File: src/rtl/irq_clear_regs.svh
// constants for the change-interrupt block
`ifndef IRQ_CLEAR_REGS_SVH
`define IRQ_CLEAR_REGS_SVH
`define PORT_WIDTH 8
`define INPUT_REG_CMD 8'h00
`define CMD_RESET_VALUE 8'h00
`define PORT_RESET_VALUE 8'h00
`define SYNC_STAGES 3
`endif

File: src/rtl/irq_clear_pkg.sv
// shared types for the change-interrupt block
package irq_clear_pkg;
    // bus-side events seen by the block, one-cycle pulses
    typedef struct packed {
        logic input_read_done;
        logic cmd_write;
        logic [7:0] cmd_value;
        logic other_read_ack;
    } bus_event_type;

    typedef enum logic [1:0] {
        IRQ_IDLE,
        IRQ_PENDING
    } irq_state_type;
endpackage

File: src/rtl/port_sync.sv
// three-stage synchroniser for the port pins
`timescale 1ns/1ns
`include "irq_clear_regs.svh"
module port_sync #(
    parameter int WIDTH = `PORT_WIDTH
) (
    input wire logic sys_clk,
    input wire logic arst_n,
    input wire logic [WIDTH-1:0] pin_in,
    output logic [WIDTH-1:0] pin_sync,
    output logic [WIDTH-1:0] pin_stable
);
    logic [WIDTH-1:0] s1_ff;
    logic [WIDTH-1:0] s2_ff;
    logic [WIDTH-1:0] s3_ff;
    logic [WIDTH-1:0] stable_ff;

    always_ff @(posedge sys_clk or negedge arst_n)
    begin
        if (!arst_n)
        begin
            s1_ff <= WIDTH'(`PORT_RESET_VALUE);
            s2_ff <= WIDTH'(`PORT_RESET_VALUE);
            s3_ff <= WIDTH'(`PORT_RESET_VALUE);
        end
        else
        begin
            s1_ff <= pin_in;
            s2_ff <= s1_ff;
            s3_ff <= s2_ff;
        end
    end

    // a bit only changes once stages two and three agree
    always_ff @(posedge sys_clk or negedge arst_n)
    begin
        if (!arst_n)
            stable_ff <= WIDTH'(`PORT_RESET_VALUE);
        else
            stable_ff <= (s2_ff & s3_ff) | (stable_ff & (s2_ff | s3_ff));
    end

    assign pin_sync = s3_ff;
    assign pin_stable = stable_ff;
endmodule // port_sync

File: src/rtl/change_irq.sv
// change-detect interrupt with its clearing conditions
`timescale 1ns/1ns
`include "irq_clear_regs.svh"
// What this block does
// - input register read clears the interrupt
// - inputs back to last read clear it
// - pointer 00h plus foreign read ack clears
// - pointer 00h counts without a following read
// - reset release puts everything at defaults
// - power-on reset is the only reset
module change_irq #(
    parameter int WIDTH = `PORT_WIDTH
) (
    input wire logic sys_clk,
    input wire logic arst_n,
    input wire logic [WIDTH-1:0] port_pin,
    input wire irq_clear_pkg::bus_event_type bus_evt,
    output logic [WIDTH-1:0] input_value,
    output logic [7:0] cmd_pointer,
    output logic irq_n_o,
    output logic irq_n_oe_n
);
    // ==========================================
    // pin synchronisation
    logic [WIDTH-1:0] pins;
    logic [WIDTH-1:0] snap_ff;
    logic [WIDTH-1:0] in_ff;
    logic [7:0] cmd_ff;
    irq_clear_pkg::irq_state_type state_ff;
    irq_clear_pkg::irq_state_type nxt_state;
    logic differ;
    logic pointer_clear;
    logic changed;

    // ==========================================
    // pointer decode
    // the input register sits at pointer zero; the clear and its checks share this
    function automatic logic points_at_input(input logic [7:0] ptr);
        return ptr == `INPUT_REG_CMD;
    endfunction

    port_sync #(.WIDTH(WIDTH)) u_sync (
        .sys_clk(sys_clk),
        .arst_n(arst_n),
        .pin_in(port_pin),
        .pin_sync(),
        .pin_stable(pins)
    );

    // ==========================================
    // snapshot and register pointer
    // arst_n is the power-on reset; nothing else resets this block
    always_ff @(posedge sys_clk or negedge arst_n)
    begin
        if (!arst_n)
            snap_ff <= WIDTH'(`PORT_RESET_VALUE);
        else if (bus_evt.input_read_done)
            snap_ff <= pins;
    end

    always_ff @(posedge sys_clk or negedge arst_n)
    begin
        if (!arst_n)
            in_ff <= WIDTH'(`PORT_RESET_VALUE);
        else
            in_ff <= pins;
    end

    always_ff @(posedge sys_clk or negedge arst_n)
    begin
        if (!arst_n)
            cmd_ff <= `CMD_RESET_VALUE;
        else if (bus_evt.cmd_write)
            cmd_ff <= bus_evt.cmd_value;
    end

    // ==========================================
    // interrupt state
    assign differ = (pins != snap_ff);
    // a stored zero pointer counts even if no input read ever followed it
    assign pointer_clear = points_at_input(cmd_ff) && bus_evt.other_read_ack;
    // a fresh change must differ from both the previous sample and the snapshot, so a clear is not undone
    assign changed = (pins != in_ff) && differ;

    always_comb
    begin
        nxt_state = state_ff;
        case (state_ff)
            irq_clear_pkg::IRQ_IDLE:
            begin
                if (changed && !bus_evt.input_read_done)
                    nxt_state = irq_clear_pkg::IRQ_PENDING;
            end
            irq_clear_pkg::IRQ_PENDING:
            begin
                if (bus_evt.input_read_done || !differ || pointer_clear)
                    nxt_state = irq_clear_pkg::IRQ_IDLE;
            end
            default:
            begin
                nxt_state = irq_clear_pkg::IRQ_IDLE;
            end
        endcase
    end

    always_ff @(posedge sys_clk or negedge arst_n)
    begin
        if (!arst_n)
            state_ff <= irq_clear_pkg::IRQ_IDLE;
        else
            state_ff <= nxt_state;
    end

    // open drain: only ever pulls low, enable low while driving
    assign irq_n_o = 1'b0;
    assign irq_n_oe_n = (state_ff != irq_clear_pkg::IRQ_PENDING);
    assign input_value = in_ff;
    assign cmd_pointer = cmd_ff;

    // ==========================================
    // checks
    read_clears_a: assert property (@(posedge sys_clk) disable iff (!arst_n)
        bus_evt.input_read_done
        |=> irq_n_oe_n)
        else $error("interrupt stayed after input read");

    return_clears_a: assert property (@(posedge sys_clk) disable iff (!arst_n)
        (!differ && !changed)
        |=> irq_n_oe_n)
        else $error("interrupt stayed with inputs at snapshot");

    pointer_clear_a: assert property (@(posedge sys_clk) disable iff (!arst_n)
        pointer_clear
        |=> irq_n_oe_n)
        else $error("foreign read with pointer zero did not clear");

    pointer_keep_a: assert property (@(posedge sys_clk) disable iff (!arst_n)
        (!irq_n_oe_n && bus_evt.other_read_ack && !points_at_input(cmd_ff)
        && !bus_evt.input_read_done && differ)
        |=> !irq_n_oe_n)
        else $error("foreign read with pointer off zero cleared");

    pointer_any_a: assert property (@(posedge sys_clk) disable iff (!arst_n)
        (bus_evt.cmd_write && points_at_input(bus_evt.cmd_value))
        |=> points_at_input(cmd_ff))
        else $error("pointer zero not stored");

    pointer_load_a: assert property (@(posedge sys_clk) disable iff (!arst_n)
        bus_evt.cmd_write
        |=> cmd_pointer == $past(bus_evt.cmd_value))
        else $error("written pointer not stored");

    pointer_hold_a: assert property (@(posedge sys_clk) disable iff (!arst_n)
        !bus_evt.cmd_write
        |=> $stable(cmd_pointer))
        else $error("pointer moved without a write");

    change_sets_a: assert property (@(posedge sys_clk) disable iff (!arst_n)
        (changed && !bus_evt.input_read_done && !pointer_clear)
        |=> !irq_n_oe_n)
        else $error("input change did not raise interrupt");

    idle_quiet_a: assert property (@(posedge sys_clk) disable iff (!arst_n)
        (irq_n_oe_n && !changed)
        |=> irq_n_oe_n)
        else $error("interrupt raised without a fresh change");

    input_track_a: assert property (@(posedge sys_clk) disable iff (!arst_n)
        1'b1
        |=> input_value == $past(pins))
        else $error("input value does not follow the pins");

    snap_load_a: assert property (@(posedge sys_clk) disable iff (!arst_n)
        bus_evt.input_read_done
        |=> snap_ff == $past(pins))
        else $error("snapshot not taken on read");

    snap_hold_a: assert property (@(posedge sys_clk) disable iff (!arst_n)
        !bus_evt.input_read_done
        |=> $stable(snap_ff))
        else $error("snapshot moved without a read");

    reset_default_a: assert property (@(posedge sys_clk)
        $rose(arst_n)
        |-> irq_n_oe_n && cmd_pointer == `CMD_RESET_VALUE)
        else $error("defaults missing after reset");

    reset_snap_a: assert property (@(posedge sys_clk)
        $rose(arst_n)
        |-> snap_ff == '0 && input_value == '0)
        else $error("snapshot or input not cleared by reset");

    state_legal_a: assert property (@(posedge sys_clk) disable iff (!arst_n)
        1'b1
        |-> (state_ff == irq_clear_pkg::IRQ_IDLE || state_ff == irq_clear_pkg::IRQ_PENDING))
        else $error("interrupt state outside its legal set");

    // a return to the snapshot still shows one driven cycle, so look one sample back
    drive_low_a: assert property (@(posedge sys_clk) disable iff (!arst_n)
        !irq_n_oe_n
        |-> $past(differ))
        else $error("interrupt driven without a difference");

    // ==========================================
    // cover points
    cover_raise_c: cover property (@(posedge sys_clk) disable iff (!arst_n)
        $fell(irq_n_oe_n));
    cover_keep_c: cover property (@(posedge sys_clk) disable iff (!arst_n)
        !irq_n_oe_n && bus_evt.other_read_ack && !points_at_input(cmd_ff));
    cover_read_c: cover property (@(posedge sys_clk) disable iff (!arst_n)
        !irq_n_oe_n ##1 bus_evt.input_read_done);
    cover_ptr_c: cover property (@(posedge sys_clk) disable iff (!arst_n)
        !irq_n_oe_n && pointer_clear);
    cover_back_c: cover property (@(posedge sys_clk) disable iff (!arst_n)
        !irq_n_oe_n && !differ);
endmodule // change_irq

File: config.mk
export PLATFORM = sky130hd
export DESIGN_NAME = change_irq
export DESIGN_NICKNAME = d
export VERILOG_FILES = /design/src/rtl/irq_clear_pkg.sv /design/src/rtl/port_sync.sv /design/src/rtl/change_irq.sv
export VERILOG_INCLUDE_DIRS = /design/src /design/src/rtl
export SDC_FILE = /design/constraint.sdc
export NUM_CORES = 1
export LEC_CHECK = 0
export BUFFER_PORTS_ARGS = -buffer_cell sky130_fd_sc_hd__buf_2
export CORE_AREA = 2 2 57 70
export CTS_BUF_LIST = sky130_fd_sc_hd__clkbuf_2 sky130_fd_sc_hd__clkbuf_4 sky130_fd_sc_hd__clkbuf_8
export CTS_CLUSTER_DIAMETER = 40
export DETAILED_ROUTE_END_ITERATION = 16
export DIE_AREA = 0 0 59 72
export PLACE_DENSITY = 0.78
export SETUP_SLACK_MARGIN = 0.02
export SYNTH_ARGS = -nofsm -noshare
export SYNTH_HDL_FRONTEND = slang
export SYNTH_SLANG_ARGS = --single-unit
File: constraint.sdc
create_clock -name sys_clk -period 1.3 [get_ports sys_clk]
set_input_delay 0.065 -clock sys_clk [delete_from_list [all_inputs] [get_ports sys_clk]]
set_output_delay 0.065 -clock sys_clk [all_outputs]
set_load 0.01 [all_outputs]
Word-level counts from Yosys, hierarchy flattened. Cells that the tools add are included.

Equal/unequal tests: 6. Multiplexer cells: 3. Bitwise operators: 4. Reduce and logical (&&, ||, !) cells: 10.

Operator list (count): 8-bit AND (2); 8-bit inequality test (2); 8-bit bitwise OR (2); 8-bit logical NOT (1); 2-bit two-way mux (2); 2-bit inequality test, second input constant (2); 2-bit case mux with 2 select lines (1); 1-bit logical AND (3); 2-bit by 1-bit equality test with 1-bit output, second input constant (1); 1-bit logical NOT (2); 2-bit logical NOT (1); 1-bit logical OR (2); 2-bit by 1-bit inequality test with 1-bit output, second input constant (1); 2-bit AND reduction (1).

Register bits after elaboration: 58. Input port bits: 21. Output and inout bits: 18. Logic and storage cells: 31.

Depth between registers and ports, before layout. Gate-level depths: netlist (run 1).

Depth after elaboration: 6. Mapped depth: 4. Depth with buffers taken out: 4.

Modules after synthesis. A second synthesis (run 1) with hierarchy kept.

Cells, all modules: 112. Area, all modules: 1931.9 µm².

By module, submodules not included: change_irq (times used 1, cells an instance 72, area an instance 1041.0 µm², seq. area each 625.6 µm²); port_sync (times used 1, cells an instance 40, area an instance 890.9 µm², seq. area each 800.8 µm²).

Least setup slack after synthesis (run 1). No wires, ideal clock.

Path kind: register -> register. From: reg u_sync.stable_ff[6] (netlist: u_sync.pin_stable[6]). To: reg state_ff[0]. Library setup time: 0.131 ns. Arrival time: 0.923 ns. Data required time: 1.169 ns. Slack: 0.246 ns. Cell stages (with the launch flop): 4. Buffers on the path: 0. Period minus slack after synthesis: 1.054 ns. Cell sequence: dfrtp_1 -> xor2_1 -> nor4_1 -> a31oi_1.

Cells in the longest elaborated chain, start to end: 6. Elaborated cells on any way between the ends: 10. Those cells by class: eq/ne (4); reduce/logical (6).

Ends and longest elaborated chain: from (decl) (RTL line port_sync.sv:16) `logic [WIDTH-1:0] stable_ff;`; from (signal assigned) (RTL line port_sync.sv:38) `` stable_ff <= WIDTH'(`PORT_RESET_VALUE); ``; from (signal assigned) (RTL line port_sync.sv:40) `stable_ff <= (s2_ff & s3_ff) | (stable_ff & (s2_ff | s3_ff));`; 8-bit inequality test (RTL line change_irq.sv:79) `assign differ = (pins != snap_ff);`; 1-bit logical NOT (RTL line change_irq.sv:96) `if (bus_evt.input_read_done || !differ || pointer_clear)`; 1-bit logical OR (2 in series) (RTL line change_irq.sv:96); 2-bit inequality test (no source line); 2-bit AND reduction (no source line) (*); to (signal assigned) (RTL line change_irq.sv:109) `state_ff <= irq_clear_pkg::IRQ_IDLE;`; to (signal assigned) (RTL line change_irq.sv:111) `state_ff <= nxt_state;`; to (decl) (RTL line change_irq.sv:29) `irq_clear_pkg::irq_state_type state_ff;`.

Mark *: on every way between the ends. The rest lies on a longest branch, timed or not. A chain may end at the register's enable or synchronous reset.

Worst setup path after layout (run 1).
From: reg u_sync.stable_ff[5] (netlist: u_sync.pin_stable[5]). To: reg state_ff[0].

The elaborated chain is that of the path after synthesis.

==> metrics.cfg, run 1 <==
[status]
outcome=complete, no violations

[yosys]
area_share_of_fa_ha_maj_cells_after_synthesis_pct=4.18
netlist.area_leader.share_pct=74.5
yosysWarningCount=0
synthesized_area_per_cell_um2=17.1
synth_cell_type_count=15
synth_compound_gate_area_share_pct=0.914
synth_simple_gate_area_share_pct=2.42
mux_contribution_to_synthesized_area_pct=9.41
ys_seq_area_share_pct=74.5
synth_xor_xnor_area_share_pct=7.32
dominant_combinational_cell_family_by_area_after_synthesis=multiplexers
synth_seq_cells=57
synthesis.area_um2=1920
netlist_instances=112
leading_post_synthesis_cells_by_cell_area=sky130_fd_sc_hd__dfrtp_1 74%, sky130_fd_sc_hd__mux2_2 9.4%, sky130_fd_sc_hd__xnor2_1 5.9%
synth_nets=133
synth_top_area_cell=sky130_fd_sc_hd__dfrtp_1

[pwr]
cellLeakagePower_nw=1.17
pwr_per_cell_area_nw_per_um2=1790
ir_drop_mv=1.45

[layout]
postLayoutCoreUtil_pct=73.6
finalNetCount=196
fraction_of_final_layout_cells_sized_beyond_drive_strength_1_pct=40.0
syn_to_final_growth_pct=36.1
insertedDiodeCount=0

[global_route]
grt_pass1_vias=1165
maximum_number_of_pins_on_one_net_before_global_route_repair=58
grt_overflow=0
grtUsageTotal_pct=16.5
grt_first_pass_wirelength_um=5020
grt_antenna_before_repair=0

[die]
start_util_pct=54.1
rows=24
die_area_um2=4250
die_y_um=72
io_pins=39
core_area_um2=3540
floorplan.die.width_um=59

[drt]
postRouteAntennaNets=0
vias=1075
detailedRoute.firstIterationViolations=13
drt-pass1-iter-count=4
postRouteWirelength_um=3100
vias_per_cell=4.91
route.detailed.drc=0
drt_wl_cell_um=14.2

[clock_network]
clk_root_buffer_cell=sky130_fd_sc_hd__clkbuf_8
buffers_inserted_by_post_cts_timing_repair=0
cts_buffer_depth=2
worstSkewPairLatency_ps=320
ctsHtreeMaxLevel=3
cts_buffers=9
cts.clk_slew.worst_paths_ps=60
clock_tree_from_tritoncts=done
clock_sink_count=57

[timing]
finalMaxSlewViolations=0
setup_viol_count_final=0
final_hold_viol_count=0
timing.final.crit_share_pct=91.6
hold-worst-slack_ps=138
grt_setup_unrepaired=false
fin_setup_tns_ps=0
finalCriticalPeriod_ps=1190
fmaxAchievable_ghz=0.840
fin_worst_skew_ps=5.99

[hold_path]
whs_path_depth=2
worst_hold_path.endpoint=cmd_pointer[0]$_DFFE_PN0P_
hold_path.startpoint=bus_evt[9]
hold_path.class=primary input to flip-flop

[critical_path]
setup.worst_path.class=flip-flop to flip-flop
flop_to_flop_setup_slack_ps=110
regToRegStartpoint=u_sync.pin_stable[5]$_DFF_PN0_
critical_path_startpoint_category=flip-flop
critical_path_required_ps=1490
worst-path-max-fanout=5
worstSetupEndpointType=flip-flop
worstReg2RegEnd=state_ff[0]$_DFFE_PN0P_
number_of_cells_on_the_worst_reg_to_reg_path=4
data_arrival_time_of_the_critical_path_ps=1380

[run]
maxCapViolations=0

[placement]
port_buffers=37
routabilityCongestion=0.689

-- per-stage QoR --
step | setup WS [ps] | cells | instance area, um^2 | total power, mW
CTS | 38.9 | 219 | 2600 | 4.73
detailed placement | 49.4 | 186 | 2150 | 2.46
floorplan | 246 | 112 | 1920 | 2.27
global placement | 85.3 | 186 | 2150 | 2.43
global route | 35.8 | 219 | 2610 | 4.86
finish | 110 | 219 | 2610 | 4.67
-- cell type report --
class                   instances  area (um^2)
clock buffers                  11          151
clock inverters                 5          125
fillers                       243          936
inverters                       1         3.75
multi-input cells              51          475
flip-flops and latches         57         1430
well taps                      39         48.8
repair buffers                 55          375
-- how the worst max path moves through the flow --
stage	startpoint	endpoint	slack (ps)
4_1_cts	u_sync.pin_stable[5]$_DFF_PN0_	state_ff[0]$_DFFE_PN0P_	40
6_report	u_sync.pin_stable[5]$_DFF_PN0_	state_ff[0]$_DFFE_PN0P_	110
3_5_place_dp	u_sync.pin_stable[5]$_DFF_PN0_	state_ff[0]$_DFFE_PN0P_	50
3_3_place_gp	u_sync.pin_stable[5]$_DFF_PN0_	state_ff[0]$_DFFE_PN0P_	90
5_1_grt	u_sync.pin_stable[5]$_DFF_PN0_	state_ff[0]$_DFFE_PN0P_	40
2_1_floorplan	u_sync.pin_stable[6]$_DFF_PN0_	state_ff[0]$_DFFE_PN0P_	250
-- synth_stat cells, drive strengths merged --
| cell | instances |
|---|---|
| nor4 | 1 |
| dfrtp | 57 |
| xor2 | 3 |
| nand4 | 3 |
| a31oi | 2 |
| inv | 1 |
| maj3 | 8 |
| nor2 | 1 |
| nor4b | 2 |
| xnor2 | 13 |
| conb | 1 |
| mux2 | 16 |
| o21ai | 1 |
| buf | 3 |
-- timing repair --
action / in CTS / in global routing
setup endpoints to repair: 0 / 1
gates resized for setup: 0 / 2
hold buffers: 17 / 0
hold endpoints to repair: 73 / 0
-- per-layer routing --
metal,up-vias,GRT usage (%),part of all wire (%)
met1,523,18.4,42
met3,7,4.10,4.9
li1,506,-,-
met4,0,9.85,2.4
met5,-,0,0
met2,39,28.1,51
-- cell usage in the layout, fill, tap and decap left out --
cell	n
sky130_fd_sc_hd__a31oi_1	2
sky130_fd_sc_hd__maj3_1	8
sky130_fd_sc_hd__dlygate4sd3_1	17
sky130_fd_sc_hd__xnor2_2	1
sky130_fd_sc_hd__clkbuf_8	11
sky130_fd_sc_hd__bufinv_16	4
sky130_fd_sc_hd__o21ai_1	1
sky130_fd_sc_hd__nor2_1	1
sky130_fd_sc_hd__buf_12	1
sky130_fd_sc_hd__nor4_1	1
sky130_fd_sc_hd__xnor2_1	12
sky130_fd_sc_hd__nor4b_1	2
sky130_fd_sc_hd__mux2_2	16
sky130_fd_sc_hd__xor2_1	3
sky130_fd_sc_hd__conb_1	1
sky130_fd_sc_hd__inv_1	1
sky130_fd_sc_hd__buf_2	37
sky130_fd_sc_hd__clkinv_2	1
sky130_fd_sc_hd__nand4_1	3
sky130_fd_sc_hd__dfrtp_1	56
sky130_fd_sc_hd__dfrtp_2	1
-- sequential cells by signal (all words and copies together), names as in the netlist --
| signal | count |
|---|---|
| cmd_pointer | 8 |
| input_value | 8 |
| snap_ff | 8 |
| u_sync.pin_stable | 8 |
| u_sync.pin_sync | 8 |
| u_sync.s1_ff | 8 |
| u_sync.s2_ff | 8 |
| state_ff | 1 |
-- power breakdown --
part           internal, mW  total, mW  switching, mW
registers              1.93       2.05          0.120
logic                 0.241      0.409          0.168
clock network          1.57       2.22          0.648
total                  3.74       4.67          0.936
-- critical path: stages (launching register included) --
cell                      delay, ps
sky130_fd_sc_hd__dfrtp_2        460
sky130_fd_sc_hd__xnor2_2        190
sky130_fd_sc_hd__nand4_1        100
sky130_fd_sc_hd__nor4_1         190
sky130_fd_sc_hd__a31oi_1        120
-- logic make-up (layout without fill, tap and decap cells) --
logic type / Yosys count / in the layout
compound gates: 3 / 3
xor+xnor: 16 / 16
fa+ha+maj: 8 / 8
buf+inv: 4 / 72
flops: 57 / 57
mux: 16 / 16
other cells: 1 / 1
simple gates: 7 / 7
(Power assumes the default switching activity.)
==> run 2: changes to the inputs <==
--- a/config.mk
+++ b/config.mk
@@ -7,12 +7,12 @@
 export NUM_CORES = 1
 export LEC_CHECK = 0
 export BUFFER_PORTS_ARGS = -buffer_cell sky130_fd_sc_hd__buf_2
-export CORE_AREA = 2 2 57 70
+export CORE_AREA = 2 2 63 65
 export CTS_BUF_LIST = sky130_fd_sc_hd__clkbuf_2 sky130_fd_sc_hd__clkbuf_4 sky130_fd_sc_hd__clkbuf_8
 export CTS_CLUSTER_DIAMETER = 40
 export DETAILED_ROUTE_END_ITERATION = 16
-export DIE_AREA = 0 0 59 72
-export PLACE_DENSITY = 0.78
+export DIE_AREA = 0 0 65 67
+export PLACE_DENSITY = 0.77
 export SETUP_SLACK_MARGIN = 0.02
 export SYNTH_ARGS = -nofsm -noshare
 export SYNTH_HDL_FRONTEND = slang
==> metrics.cfg, run 2 (synthesized netlist as in run 1, its figures left out) <==
[status]
outcome=complete, no violations

[clock_network]
cts.repair.resized=0  ; unchanged
clk_root_buffer_cell=sky130_fd_sc_hd__clkbuf_8
clock_tree_from_tritoncts=done
cts.clk_slew.worst_paths_ps=60  ; about the same
worstSkewPairLatency_ps=330  ; about the same
clock_sink_count=57  ; unchanged
buffers_inserted_by_post_cts_timing_repair=0  ; unchanged
ctsHtreeMaxLevel=3  ; unchanged
cts_buffer_depth=2  ; unchanged
cts_buffers=9  ; unchanged

[die]
floorplan.die.width_um=65  ; +10%
die_area_um2=4360  ; +2.5%
core_area_um2=3610  ; +1.8%
rows=22  ; -8.3%
start_util_pct=53.1  ; -0.94 points
die_y_um=67  ; -6.9%
io_pins=39  ; unchanged

[pwr]
ir_drop_mv=0.882  ; -39%
finalPower_mw=3.90  ; -17%
cellLeakagePower_nw=1.13  ; -3.8%
pwr_per_cell_area_nw_per_um2=1550  ; -13%

[timing]
setup_viol_count_final=0  ; unchanged
finalMaxSlewViolations=0  ; unchanged
hold-worst-slack_ps=141  ; +2.56 ps
grt_setup_unrepaired=false
fin_setup_tns_ps=0  ; unchanged
final_hold_viol_count=0  ; unchanged
final_critical_path_setup_slack_ps=104  ; -5.45 ps
fmaxAchievable_ghz=0.836  ; -0.46%
timing.final.crit_share_pct=92.0  ; +0.42 points
fin_worst_skew_ps=6.14  ; +0.149 ps
finalCriticalPeriod_ps=1200  ; +5.45 ps

[global_route]
grt_util_met2_pct=27.3  ; -0.83 points
grtUsageTotal_pct=17.1  ; +0.62 points
grt.met3_usage_pct=9.29  ; +5.2 points
gr-max-usage-layer=met2
global_route.usage.met1_pct=18.4  ; +0.067 points
grt_first_pass_wirelength_um=5120  ; +1.9%
grt_antenna_before_repair=0  ; unchanged
grt_pass1_vias=1158  ; -0.60%
maximum_number_of_pins_on_one_net_before_global_route_repair=58  ; unchanged
grt_overflow=0  ; unchanged

[drt]
drt_wl_cell_um=13.2  ; -6.6%
postRouteAntennaNets=0  ; unchanged
drt-pass1-iter-count=3  ; -1
postRouteWirelength_um=3010  ; -2.7%
vias=1093  ; +1.7%
detailedRoute.firstIterationViolations=44  ; +31
vias_per_cell=4.79  ; -2.3%
route.detailed.drc=0  ; unchanged

[critical_path]
setup.worst_path.class=flip-flop to flip-flop
crit_slowest_cell=sky130_fd_sc_hd__dfrtp_1
critical_path_required_ps=1500  ; about the same
data_arrival_time_of_the_critical_path_ps=1400  ; +20 ps
cpLargestDelayFamily=flip-flops
critical_path_startpoint_category=flip-flop
critical_path.cell_chain=xnor2_1 -> nand4_1 -> nor4_1 -> a31oi_1
worst-path-max-fanout=5  ; unchanged
slowest_delay_ps=440  ; -20 ps
worstSetupEndpointType=flip-flop
cp.buffers_inverters=0  ; unchanged

[layout]
postLayoutCoreUtil_pct=69.7  ; -3.8 points
area.sequential_um2=1430  ; about the same
fraction_of_final_layout_cells_sized_beyond_drive_strength_1_pct=38.9  ; -1.1 points
leading_cell_types_in_the_layout_fill_and_taps_excluded=57 x sky130_fd_sc_hd__dfrtp_1, 37 x sky130_fd_sc_hd__buf_2, 17 x sky130_fd_sc_hd__dlygate4sd3_1
finalNetCount=196  ; unchanged
multi_input_area_um2=468  ; -1.6%
insertedDiodeCount=0  ; unchanged
final_common_cell=sky130_fd_sc_hd__dfrtp_1
filler_cell_count=267  ; +9.9%
syn_to_final_growth_pct=31.3

[placement]
place_worst_setup_slack_ps=89.9  ; +40.5 ps
routabilityCongestion=0.721  ; +4.6%
port_buffers=37  ; unchanged

[hold_path]
hold_path.class=primary input to flip-flop

[run]
maxCapViolations=0  ; unchanged

run 2: changes by cell type in the layout (fill, tap and decap cells not counted), sizes merged:
cell / change
bufinv: -4
clkinv: +2
clkbuf: +2
run 2: cell type report:
class,instances,area share [%]
Sequential cell,57,56.7
Clock inverter,3,0.597
Inverter,1,0.149
Tap cell,48,2.39
Timing Repair Buffer,55,14.9
Clock buffer,13,6.62
Multi-Input combinational cell,51,18.6
run 2: what timing repair did:
item / CTS / global route
setup endpoints to repair: 0 / 0
hold buffers: 17 / 0
endpoints found under the hold margin: 73 / 0
run 2: per-layer routing:
| metal | routed length [um] | vias to the layer above |
|---|---|---|
| li1 | - | 510 |
| met1 | 1270 | 539 |
| met2 | 1480 | 40 |
| met3 | 238 | 4 |
| met4 | 30 | 0 |
| met5 | 0 | - |
run 2: power breakdown:
| group | switching (mW) | internal, mW |
|---|---|---|
| sequential | 0.117 | 1.93 |
| combinational | 0.167 | 0.237 |
| clock | 0.623 | 0.827 |
run 2: worst paths after layout:
kind | from | end | slack, ps | cells past startpoint
worst max-delay path | u_sync.pin_stable[3]$_DFF_PN0_ | state_ff[0]$_DFFE_PN0P_ | 100 | 4
worst min-delay path | bus_evt[9] | cmd_pointer[0]$_DFFE_PN0P_ | 140 | 2
worst max register to register | u_sync.pin_stable[3]$_DFF_PN0_ | state_ff[0]$_DFFE_PN0P_ | 100 | 4
worst min register to register | u_sync.s1_ff[5]$_DFF_PN0_ | u_sync.s2_ff[5]$_DFF_PN0_ | 350 | 0
max in group asynchronous | arst_n | cmd_pointer[6]$_DFFE_PN0P_ | 800 | 3
min in group asynchronous | arst_n | input_value[5]$_DFF_PN0_ | 260 | 3
run 2: through the flow:
stage / cell area (um^2) / cells
floorplan: 1920 / 112
global placement: 2160 / 195
detailed placement: 2160 / 195
CTS: 2510 / 228
global route: 2510 / 228
finish: 2510 / 228
==> run 3: changes to the inputs <==
--- a/config.mk
+++ b/config.mk
@@ -16,4 +16,5 @@
 export SETUP_SLACK_MARGIN = 0.02
 export SYNTH_ARGS = -nofsm -noshare
 export SYNTH_HDL_FRONTEND = slang
+export SYNTH_HIERARCHICAL = 1
 export SYNTH_SLANG_ARGS = --single-unit
==> metrics.cfg, run 3 <==
[layout]
insertedDiodeCount=0  ; unchanged
fraction_of_final_layout_cells_sized_beyond_drive_strength_1_pct=44.8  ; +5.9 points
final_common_cell=sky130_fd_sc_hd__dfrtp_1
finalNetCount=197  ; +0.51%
postLayoutCoreUtil_pct=70.7  ; +0.94 points
syn_to_final_growth_pct=31.9
leading_cell_types_in_the_layout_fill_and_taps_excluded=57 x sky130_fd_sc_hd__dfrtp_1, 37 x sky130_fd_sc_hd__buf_2, 17 x sky130_fd_sc_hd__dlygate4sd3_1

[global_route]
grtUsageTotal_pct=17.2  ; +0.069 points
global_route.usage.met1_pct=19.2  ; +0.80 points
grt.met3_usage_pct=7.09  ; -2.2 points
gr-max-usage-layer=met2
grt_pass1_vias=1148  ; -0.86%
grt_util_met2_pct=27.6  ; +0.26 points
maximum_number_of_pins_on_one_net_before_global_route_repair=36  ; -38%
grt_first_pass_wirelength_um=5190  ; +1.3%
grt_overflow=0  ; unchanged
grt_antenna_before_repair=0  ; unchanged

[placement]
port_buffers=37  ; unchanged
dp_hpwl_um=1960
routabilityCongestion=0.753  ; +4.5%

[timing]
final_hold_viol_count=0  ; unchanged
finalMaxSlewViolations=0  ; unchanged
fin_worst_skew_ps=3.37  ; -2.77 ps
grt_setup_unrepaired=false
setup_viol_count_final=0  ; unchanged
finalCriticalPeriod_ps=1150  ; -41.9 ps
fin_setup_tns_ps=0  ; unchanged
fmaxAchievable_ghz=0.867  ; +3.6%
timing.final.crit_share_pct=88.8  ; -3.2 points

[clock_network]
buffers_inserted_by_post_cts_timing_repair=0  ; unchanged
clk_root_buffer_cell=sky130_fd_sc_hd__clkbuf_8
cts_buffer_depth=2  ; unchanged
worstSkewPairLatency_ps=320  ; about the same
cts.clk_slew.worst_paths_ps=60  ; about the same
clock_sink_count=57  ; unchanged
ctsHtreeMaxLevel=3  ; unchanged
cts_buffers=9  ; unchanged
clock_tree_from_tritoncts=done

[hold_path]
whs_path_depth=2  ; unchanged
hold_path.startpoint=bus_evt[9]
worst_hold_path.endpoint=cmd_pointer[7]$_DFFE_PN0P_
hold_path.class=primary input to flip-flop

[yosys]
synthesis.area_um2=1930  ; +0.85%
postSynth.asyncResetShare_pct=100  ; unchanged
post_synth_most_frequent_cells=57 x sky130_fd_sc_hd__dfrtp_1, 16 x sky130_fd_sc_hd__mux2_2, 13 x sky130_fd_sc_hd__xnor2_1
synthesized_area_per_cell_um2=17.2  ; +0.85%
synth_nets=133  ; unchanged
synth_cell_type_count=15  ; unchanged
synth_seq_cells=57  ; unchanged
yosysWarningCount=6  ; +6
synth_edf_count=0  ; unchanged
synthMostInstantiatedCell=sky130_fd_sc_hd__dfrtp_1
synth_top_area_cell=sky130_fd_sc_hd__dfrtp_1
netlist.area_leader.share_pct=73.8  ; -0.63 points
netlist_instances=112  ; unchanged
leading_post_synthesis_cells_by_cell_area=sky130_fd_sc_hd__dfrtp_1 74%, sky130_fd_sc_hd__mux2_2 9.3%, sky130_fd_sc_hd__xnor2_1 5.9%
ys_seq_area_share_pct=73.8  ; -0.63 points
ys_dominant_reg_cell=sky130_fd_sc_hd__dfrtp_1

[critical_path]
critical_path_startpoint_category=flip-flop
worstReg2RegEnd=state_ff[0]$_DFFE_PN0P_
critical_path_required_ps=1500  ; about the same
regToRegStartpoint=cmd_pointer[4]$_DFFE_PN0P_
setup.worst_path.class=flip-flop to flip-flop
number_of_cells_on_the_worst_reg_to_reg_path=4  ; unchanged
flop_to_flop_setup_slack_ps=150  ; +40 ps
data_arrival_time_of_the_critical_path_ps=1360  ; -40 ps
worstSetupEndpointType=flip-flop
worst-path-max-fanout=3  ; -2

[pwr]
ir_drop_mv=1.33  ; +50%
finalPower_mw=4.02  ; +3.0%
pwr_per_cell_area_nw_per_um2=1580  ; +1.7%
cellLeakagePower_nw=1.15  ; +1.9%

[die]
floorplan.die.width_um=65  ; unchanged
die_area_um2=4360  ; unchanged
start_util_pct=53.6  ; +0.45 points
rows=22  ; unchanged
io_pins=39  ; unchanged
core_area_um2=3610  ; unchanged
die_y_um=67  ; unchanged

[drt]
drt-pass1-iter-count=3  ; unchanged
vias_per_cell=4.77  ; -0.44%
route.detailed.drc=0  ; unchanged
vias=1093  ; unchanged
detailedRoute.firstIterationViolations=18  ; -59%
postRouteAntennaNets=0  ; unchanged
drt_wl_cell_um=13.6  ; +3.0%
postRouteWirelength_um=3120  ; +3.4%

[run]
maxCapViolations=0  ; unchanged

[status]
outcome=complete, no violations

## run 3: cell counts after synthesis
No cell type changed its count.
## run 3: report_power, final
group	total, mW	switching, mW	leakage (nW)	internal [mW]
logic	0.416	0.172	0.379	0.244
registers	2.05	0.122	0.666	1.93
clock network	1.55	0.637	0.106	0.915
## run 3: logic make-up after synthesis
kind of cell / count (synthesis) / share of synthesized area [%]
DFF: 57 / 73.8
xor gates and xnor gates: 16 / 7.25
muxes: 16 / 9.33
adders and majority gates: 8 / 4.66
and+or+nand+nor: 7 / 2.72
buffers and inverters: 4 / 1.10
AOI/OAI and AO/OA: 3 / 0.906
other: 1 / 0.194
## run 3: critical path, stage by stage, from the launching register on
cell                      delay [ps]
sky130_fd_sc_hd__dfrtp_1         390
sky130_fd_sc_hd__nor4b_1         360
sky130_fd_sc_hd__a31oi_1         140
sky130_fd_sc_hd__o21ai_0          90
sky130_fd_sc_hd__a31oi_1          50
## run 3: worst max path at each step
stage,from,end,cells past startpoint
final,cmd_pointer[4]$_DFFE_PN0P_,state_ff[0]$_DFFE_PN0P_,4
after global routing,u_sync/pin_stable[5]$_DFF_PN0_,state_ff[0]$_DFFE_PN0P_,4
after CTS,cmd_pointer[4]$_DFFE_PN0P_,state_ff[0]$_DFFE_PN0P_,4
after detailed placement,cmd_pointer[4]$_DFFE_PN0P_,state_ff[0]$_DFFE_PN0P_,4
after global placement,cmd_pointer[4]$_DFFE_PN0P_,state_ff[0]$_DFFE_PN0P_,4
after floorplan,u_sync/pin_stable[7]$_DFF_PN0_,state_ff[0]$_DFFE_PN0P_,3
## run 3: routing by layer
metal  up-vias  share of wire (%)
li1        509                  -
met1       543                 44
met2        36                 48
met3         5                6.2
met4         0                1.9
met5         -                  0
## run 3: layout make-up
class / count / area [um^2]
clock buffer: 14 / 186
multi-input combinational: 51 / 492
timing repair buffer: 56 / 370
inverter: 1 / 3.75
fill: 226 / 1060
tap: 48 / 60.1
clock inverter: 2 / 10.0
sequential: 57 / 1430
## run 3: what timing repair did
| item | CTS | global route |
|---|---|---|
| hold endpoints to repair | 73 | 0 |
| hold buffers | 17 | 0 |
| gates resized for setup | 0 | 1 |
| setup endpoints to repair | 0 | 1 |
## run 3: per-stage QoR
step	area [um^2]	cells	hold slack, ps	setup slack, ps
floorplan	1930	112	-231	240
global placement	2170	196	52.1	168
detailed placement	2170	196	63.1	151
CTS	2540	229	122	133
global route	2550	229	139	46.3
finish	2550	229	130	146
